**src/core/status_flag_map.vh**
```
// register offsets, flag positions, opcodes and reset values of the status flag block
`ifndef STATUS_FLAG_MAP_VH
`define STATUS_FLAG_MAP_VH
`define SF_OFF_FLAGS      4'h0
`define SF_OFF_ALU_A      4'h4
`define SF_OFF_ALU_B      4'h8
`define SF_OFF_ALU_CTRL   4'hc
`define SF_BIT_I          7
`define SF_BIT_T          3'd6
`define SF_BIT_H          5
`define SF_BIT_S          4
`define SF_BIT_V          3
`define SF_BIT_N          2
`define SF_BIT_Z          1
`define SF_BIT_C          0
`define SF_FLAGS_RESET    8'h00
`define OP_NOP            4'h0
`define OP_ADD            4'h1
`define OP_ADC            4'h2
`define OP_SUB            4'h3
`define OP_SBC            4'h4
`define OP_AND            4'h5
`define OP_OR             4'h6
`define OP_XOR            4'h7
`define OP_BIT_STORE      4'h8
`define OP_BIT_LOAD       4'h9
`define OP_IRQ_SET        4'ha
`define OP_IRQ_CLEAR      4'hb
`define OP_RETURN_IRQ     4'hc
`define OP_TAKE_IRQ       4'hd
`define OP_INC            4'he
`define OP_MOV            4'hf
`endif

```
**src/core/cpu_status_flag_register.v**
```verilog
// cpu status flag register with single-cycle alu and avalon-mm register access
//
// Behaviour
// [RULE1] global interrupt enable sits at bit 7 and gates all interrupts
// [RULE2] every interrupt source is blocked while the global enable is clear
// [RULE3] taking an interrupt clears the enable; return-from-interrupt sets it
// [RULE4] dedicated set and clear instructions change the global enable directly
// [RULE5] bit-copy flag at bit 6; bit-store copies in, bit-load copies out
// [RULE6] half-carry flag at bit 5 shows carry between nibbles
// [RULE7] sign flag at bit 4 always equals negative xor overflow
// [RULE8] overflow flag at bit 3 reports signed overflow
// [RULE9] negative flag at bit 2 set on negative result
// [RULE10] zero flag at bit 1 set on zero result
// [RULE11] carry flag at bit 0 set on carry out
// [RULE12] operands read, executed, written back and flags updated in one cycle
// [RULE13] service software may set the enable itself to allow nesting
// [RULE14] flags untouched by an instruction keep their value
`include "status_flag_map.vh"
module cpu_status_flag_register (
    input  wire        CORE_CLK_I,
    input  wire        ARST_N_I,
    input  wire [3:0]  AVS_ADDRESS_I,
    input  wire        AVS_READ_I,
    input  wire        AVS_WRITE_I,
    input  wire [31:0] AVS_WRITEDATA_I,
    input  wire [3:0]  AVS_BYTEENABLE_I,
    output reg  [31:0] AVS_READDATA_O,
    output reg         AVS_WAITREQUEST_O,
    input  wire [7:0]  IRQ_SOURCE_I,
    input  wire [7:0]  IRQ_SOURCE_EN_I,
    output reg         IRQ_REQUEST_O,
    output reg  [7:0]  FLAGS_O
);
    // flags held as bits 7..0: i t h s v n z c
    reg  [7:0] flags;
    reg  [7:0] opa;
    reg  [7:0] opb;
    reg  [2:0] bit_sel;
    reg        ack;
    reg  [7:0] next_flags;
    reg  [7:0] next_opa;
    reg        exec;
    wire [3:0] op;
    wire [7:0] res;
    wire       c_res;
    wire       h_res;
    wire       v_res;
    wire       is_logic;
    wire       is_arith;
    wire       t_bit;
    wire [7:0] loaded;
    wire       wr_lane0;

    function [7:0] with_sign;
        input [7:0] f;
        begin
            with_sign = f;
            with_sign[`SF_BIT_S] = f[`SF_BIT_N] ^ f[`SF_BIT_V]; // RULE7
        end
    endfunction

    // a write to the control register launches one instruction
    assign op       = AVS_WRITEDATA_I[3:0];
    assign wr_lane0 = AVS_BYTEENABLE_I[0];

    status_alu u_alu (
        .op_i    (op),
        .a_i     (opa),
        .b_i     (opb),
        .c_in_i  (flags[`SF_BIT_C]),
        .res_o   (res),
        .c_o     (c_res),
        .h_o     (h_res),
        .v_o     (v_res),
        .logic_o (is_logic),
        .arith_o (is_arith)
    );

    status_bit_copy u_bit (
        .reg_i    (opa),
        .sel_i    (AVS_WRITEDATA_I[10:8]),
        .t_i      (flags[`SF_BIT_T]),
        .bit_o    (t_bit),
        .loaded_o (loaded)
    );

    always @* begin
        next_flags = flags; // RULE14
        next_opa   = opa;
        exec       = AVS_WRITE_I && !ack && wr_lane0
                     && (AVS_ADDRESS_I == `SF_OFF_ALU_CTRL);
        if (AVS_WRITE_I && !ack && wr_lane0 && (AVS_ADDRESS_I == `SF_OFF_FLAGS)) begin
            next_flags = with_sign(AVS_WRITEDATA_I[7:0]); // RULE13
        end else if (exec) begin
            case (op)
                `OP_IRQ_SET: next_flags[`SF_BIT_I] = 1'b1; // RULE4
                `OP_IRQ_CLEAR: next_flags[`SF_BIT_I] = 1'b0; // RULE4
                `OP_RETURN_IRQ: next_flags[`SF_BIT_I] = 1'b1; // RULE3
                `OP_TAKE_IRQ: next_flags[`SF_BIT_I] = 1'b0; // RULE3
                `OP_BIT_STORE: next_flags[`SF_BIT_T] = t_bit; // RULE5
                `OP_BIT_LOAD: next_opa = loaded; // RULE5
                default: begin
                    next_opa = res; // RULE12
                    if (is_arith || is_logic) begin
                        next_flags[`SF_BIT_N] = res[7]; // RULE9
                        next_flags[`SF_BIT_Z] = (res == 8'h00); // RULE10
                        next_flags[`SF_BIT_V] = v_res; // RULE8
                    end
                    if (is_arith) begin
                        next_flags[`SF_BIT_H] = h_res; // RULE6
                        next_flags[`SF_BIT_C] = c_res; // RULE11
                    end
                    next_flags = with_sign(next_flags); // RULE7
                end
            endcase
        end
    end

    always @(posedge CORE_CLK_I or negedge ARST_N_I) begin
        if (!ARST_N_I) begin
            flags             <= `SF_FLAGS_RESET;
            opa               <= 8'h00;
            opb               <= 8'h00;
            bit_sel           <= 3'h0;
            ack               <= 1'b0;
            AVS_READDATA_O    <= 32'h00000000;
            AVS_WAITREQUEST_O <= 1'b1;
            IRQ_REQUEST_O     <= 1'b0;
            FLAGS_O           <= `SF_FLAGS_RESET;
        end else begin
            // one wait state: request seen, answered on the next edge
            ack               <= (AVS_READ_I || AVS_WRITE_I) && !ack;
            AVS_WAITREQUEST_O <= !((AVS_READ_I || AVS_WRITE_I) && !ack);
            flags             <= next_flags;
            opa               <= next_opa;
            if (AVS_WRITE_I && !ack && wr_lane0 && (AVS_ADDRESS_I == `SF_OFF_ALU_B)) begin
                opb <= AVS_WRITEDATA_I[7:0];
            end
            if (AVS_WRITE_I && !ack && wr_lane0 && (AVS_ADDRESS_I == `SF_OFF_ALU_A)) begin
                opa <= AVS_WRITEDATA_I[7:0];
            end
            if (exec) begin
                bit_sel <= AVS_WRITEDATA_I[10:8];
            end
            if (AVS_READ_I && !ack) begin
                case (AVS_ADDRESS_I)
                    `SF_OFF_FLAGS: AVS_READDATA_O <= {24'h000000, flags};
                    `SF_OFF_ALU_A: AVS_READDATA_O <= {24'h000000, opa};
                    `SF_OFF_ALU_B: AVS_READDATA_O <= {24'h000000, opb};
                    `SF_OFF_ALU_CTRL: AVS_READDATA_O <= {21'h000000, bit_sel, 8'h00};
                    default: AVS_READDATA_O <= 32'h00000000;
                endcase
            end
            // gate by the stored flag so a clearing instruction takes effect one edge after the flag clears
            IRQ_REQUEST_O <= flags[`SF_BIT_I] && |(IRQ_SOURCE_I & IRQ_SOURCE_EN_I); // RULE1 RULE2
            FLAGS_O       <= next_flags;
        end
    end
endmodule

```
**src/core/status_alu.v**
```verilog
// single-cycle 8-bit alu producing result and candidate flags
`include "status_flag_map.vh"
module status_alu (
    input  wire [3:0] op_i,
    input  wire [7:0] a_i,
    input  wire [7:0] b_i,
    input  wire       c_in_i,
    output reg  [7:0] res_o,
    output reg        c_o,
    output reg        h_o,
    output reg        v_o,
    output reg        logic_o,
    output reg        arith_o
);
    reg [8:0] wide;
    reg [4:0] low;
    always @* begin
        wide    = 9'h000;
        low     = 5'h00;
        res_o   = a_i;
        c_o     = 1'b0;
        h_o     = 1'b0;
        v_o     = 1'b0;
        logic_o = 1'b0;
        arith_o = 1'b0;
        case (op_i)
            `OP_ADD, `OP_ADC: begin
                wide    = {1'b0, a_i} + {1'b0, b_i} + {8'h00, c_in_i & (op_i == `OP_ADC)};
                low     = {1'b0, a_i[3:0]} + {1'b0, b_i[3:0]}
                          + {4'h0, c_in_i & (op_i == `OP_ADC)};
                res_o   = wide[7:0];
                c_o     = wide[8];
                h_o     = low[4];
                v_o     = (a_i[7] == b_i[7]) && (wide[7] != a_i[7]);
                arith_o = 1'b1;
            end
            `OP_SUB, `OP_SBC: begin
                wide    = {1'b0, a_i} - {1'b0, b_i} - {8'h00, c_in_i & (op_i == `OP_SBC)};
                low     = {1'b0, a_i[3:0]} - {1'b0, b_i[3:0]}
                          - {4'h0, c_in_i & (op_i == `OP_SBC)};
                res_o   = wide[7:0];
                c_o     = wide[8];
                h_o     = low[4];
                v_o     = (a_i[7] != b_i[7]) && (wide[7] != a_i[7]);
                arith_o = 1'b1;
            end
            `OP_INC: begin
                res_o   = a_i + 8'h01;
                v_o     = (a_i == 8'h7f);
                logic_o = 1'b1;
            end
            `OP_AND: begin
                res_o   = a_i & b_i;
                logic_o = 1'b1;
            end
            `OP_OR: begin
                res_o   = a_i | b_i;
                logic_o = 1'b1;
            end
            `OP_XOR: begin
                res_o   = a_i ^ b_i;
                logic_o = 1'b1;
            end
            `OP_MOV: res_o = b_i;
            default: res_o = a_i;
        endcase
    end
endmodule

```
**src/core/status_bit_copy.v**
```verilog
// bit-store select and bit-load insert for the bit copy storage flag
`include "status_flag_map.vh"
module status_bit_copy (
    input  wire [7:0] reg_i,
    input  wire [2:0] sel_i,
    input  wire       t_i,
    output wire       bit_o,
    output wire [7:0] loaded_o
);
    assign bit_o    = reg_i[sel_i];
    assign loaded_o = (reg_i & ~(8'h01 << sel_i)) | ({7'h00, t_i} << sel_i);
endmodule

```
**config.mk**
```make
export PLATFORM = sky130hd
export DESIGN_NAME = cpu_status_flag_register
export DESIGN_NICKNAME = d
export VERILOG_FILES = /design/src/core/cpu_status_flag_register.v /design/src/core/status_alu.v /design/src/core/status_bit_copy.v
export VERILOG_INCLUDE_DIRS = /design/src /design/src/core
export SDC_FILE = /design/constraint.sdc
export NUM_CORES = 1
export LEC_CHECK = 0
export BUFFER_PORTS_ARGS = -buffer_cell sky130_fd_sc_hd__buf_2
export CORE_ASPECT_RATIO = 1.2
export CORE_MARGIN = 10
export CORE_UTILIZATION = 35
export DETAILED_ROUTE_END_ITERATION = 10
export SYNTH_ARGS = -nofsm -noshare
export SYNTH_HDL_FRONTEND = slang
export SYNTH_SLANG_ARGS = --single-unit
```
**constraint.sdc**
```tcl
create_clock -name CORE_CLK_I -period 2.7 [get_ports CORE_CLK_I]
set_input_delay 0.27 -clock CORE_CLK_I [delete_from_list [all_inputs] [get_ports CORE_CLK_I]]
set_output_delay 0.27 -clock CORE_CLK_I [all_outputs]
set_load 0.05 [all_outputs]
```
==> flow_metrics.tcl <==
set metrics [dict create \
    tightest_slew_ns 0.9133 \
    finalNonFillerCells 803 \
    place_area_um2 5164 \
    final_cell_area_um2 5539 \
    layout_common_cells "buf_4 (88), nand2_1 (57), buf_2 (56)" \
    grt_antenna_before_repair 0 \
    first_global_vias 4329 \
    cp_data_arrival_time_ns 3.22 \
    vias 4408 \
    syn2layout_area_growth_pct 30.01 \
    diodes 0 \
    grt.total_usage_pct 17.50 \
    grt_setup_unrepaired "true" \
    async_reset_ff_share_pct 100.0 \
    cts.sinks 41 \
    clockBufferDepth 2 \
    dieArea_um2 17000 \
    power.total_mw 4.074 \
    netlist_area_um2 4260 \
    postLayoutSetupSlackWorst_ns -0.2922 \
    h-tree-depth 2 \
    synth_top_area_share_pct 23.49 \
    drtPass1Iterations 5 \
    maxSlewHeadroom_pct 39.11 \
    synth_edf_count 0 \
    critPathKind "register to register" \
    pin_count 102 \
    finalCriticalPeriod_ns 2.992 \
    die_y_um 140.9 \
    drv_cap 0 \
    ys_types 73 \
    place.port_buffers 56 \
    yosysSeqAreaShare_pct 24.11 \
    min_period_over_period_pct 110.8 \
    design.core.area_um2 12000 \
    clk_latency_ns 0.29 \
    cts-root-buf "clkbuf_16" \
    finClkSkew_ns 0.006151 \
    setup_tns_ns -1.031 \
    hold_viol_final 0 \
    drive_gt1_share_pct 33.80 \
    power-per-cell-area_nw_per_um2 735.6 \
    drc 0 \
    clkTransAtPathRegs_ns 0.06 \
    routed_via_density 5.489 \
    cts_tree "done" \
    yosys-top-cells-area "dfrtp_1 (23%), ha_1 (10%), nand2_1 (5.0%)" \
    grt_max_degree 42 \
    violations "negative setup slack" \
    power_leakage_nw 2.589 \
    dp.cells 790 \
    maxSlewViolCount 0 \
    dpl.hpwl_mm 12.33 \
    ant_nets 0 \
    die_w_um 120.7 \
    cts_buffers 5 \
    final_common_cell "buf_4" \
    postSynthCellCount 523 \
    yosysTopAreaCell "dfrtp_1" \
    setup_viol_count_final 7 \
    synth_seq_cells 41 \
    max_freq_mhz 334.2 \
    ir_drop_v 0.0004616 \
    finalHoldWorstSlack_ns 0.1174 \
    row_count 44 \
    grt_pass1_wl_mm 23.92 \
    synth_area_per_cell_um2 8.146 \
    drt_iter0_drc 397 \
    synth_ff_type "dfrtp_1" \
    critPathLaunchType "register" \
    crit_fanout 2 \
    required_ns 2.93 \
    status "finished with violations" \
    start_util_pct 35.50 \
    routed_wl_mm 15.44 \
    grt_overflow 0 \
    cts_hold_buf 0 \
    gp_congestion 0.9489 \
    fin_nets 742 \
    endpoint_kind "register" \
    hold_path.class "primary input to asynchronous set/reset pin" \
    routedWlPerCell_um 19.22 \
    yosysWarnings 0 \
]
## per-layer routing
| metal | track usage (%) | up-vias | routed length [um] |
|---|---|---|---|
| met2 | 30.63 | 167 | 7790 |
| met1 | 20.61 | 2128 | 6266 |
| met3 | 3.036 | 24 | 983 |
| met5 | 0 | - | 0 |
| met4 | 6.870 | 0 | 395 |
| li1 | - | 2089 | - |
## path summary, 6_finish.rpt
check | start | to | slack, ns | cells after the start
max | flags[0]$_DFFE_PN0P_ | flags[4]$_DFFE_PN0P_ | -0.29 | 11
min reg2reg | bit_sel[1]$_DFFE_PN0P_ | bit_sel[1]$_DFFE_PN0P_ | 0.48 | 2
max in group asynchronous | ARST_N_I | opb[3]$_DFFE_PN0P_ | 1.96 | 1
min in group CORE_CLK_I | AVS_WRITEDATA_I[6] | flags[6]$_DFFE_PN0P_ | 0.24 | 3
min | ARST_N_I | bit_sel[0]$_DFFE_PN0P_ | 0.12 | 1
max reg2reg | flags[0]$_DFFE_PN0P_ | flags[4]$_DFFE_PN0P_ | -0.29 | 11
## synthesized netlist by cell type, types with 4 or more instances
cell type,number
nor2b_1,8
nor3_1,8
mux2i_1,17
nand2_1,57
ha_1,35
nand2b_1,6
a22o_1,13
o31ai_1,5
o21ai_1,5
o211ai_1,5
buf_4,25
buf_6,4
o22ai_1,8
o2111ai_1,4
inv_1,33
dfrtp_1,40
clkbuf_1,19
xor2_1,4
a21oi_1,27
nor2_1,24
and3_1,7
o32ai_1,4
a21o_1,6
mux2_2,5
or3_1,4
nand3_1,19
a22oi_1,14
xnor2_1,7
nand4_1,6
o21ai_0,35
buf_2,5
fa_1,4
## timing repair
action,4_1_cts,5_1_grt
endpoints found under the hold margin,0,0
resized for setup,13,38
pin swaps,7,18
cloned,0,0
buffers inserted,1,6
setup endpoints to repair,12,13
## through the flow
step / utilization (%) / setup WS, ns
after floorplan: - / -0.2068
after global placement: 43.03 / -0.3790
after detailed placement: 43.03 / -0.4564
after CTS: 44.47 / -0.2631
after global routing: 46.15 / -0.4497
final: 46.15 / -0.2922
## state kept, by name (all words and copies together), names as in the netlist
register	cells
AVS_READDATA_O	11
AVS_WAITREQUEST_O	1
IRQ_REQUEST_O	1
ack	1
bit_sel	3
flags	8
opa	8
opb	8
## layout make-up
| cell class | instances | area [um^2] |
|---|---|---|
| flip-flops and latches | 41 | 1030 |
| well taps | 161 | 201.4 |
| clock inverters | 1 | 5.005 |
| inverters | 34 | 127.6 |
| fillers | 1220 | 6462 |
| repair buffers | 148 | 985.9 |
| clock buffers | 5 | 125.1 |
| multi-input cells | 413 | 3064 |
## report_power, final
part	internal (mW)	switching (mW)
logic	1.21	1.48
clock network	0.330	0.227
registers	0.724	0.108
total	2.27	1.81
## critical path, cell delays in order (launching register included)
cell       delay [ns]
dfrtp_1          0.38
nand3_2          0.12
fa_2             0.60
inv_2            0.05
ha_4             0.15
o211ai_1         0.25
a32oi_2          0.21
mux2i_2          0.28
a2111oi_2        0.11
a32o_2           0.29
or4_4            0.42
nand3_2          0.07
## logic make-up after synthesis
group | count (synthesis) | synth area share [%]
AND/OR/NAND/NOR | 162 | 19.32
AO/OA/AOI/OAI | 155 | 24.44
buffers and inverters | 89 | 10.90
flip-flops | 41 | 24.11
adder cells (fa/ha/maj) | 39 | 12.16
multiplexers | 25 | 6.725
XOR/XNOR | 11 | 2.261
other | 1 | 0.08802
(Power assumes the default switching activity.)
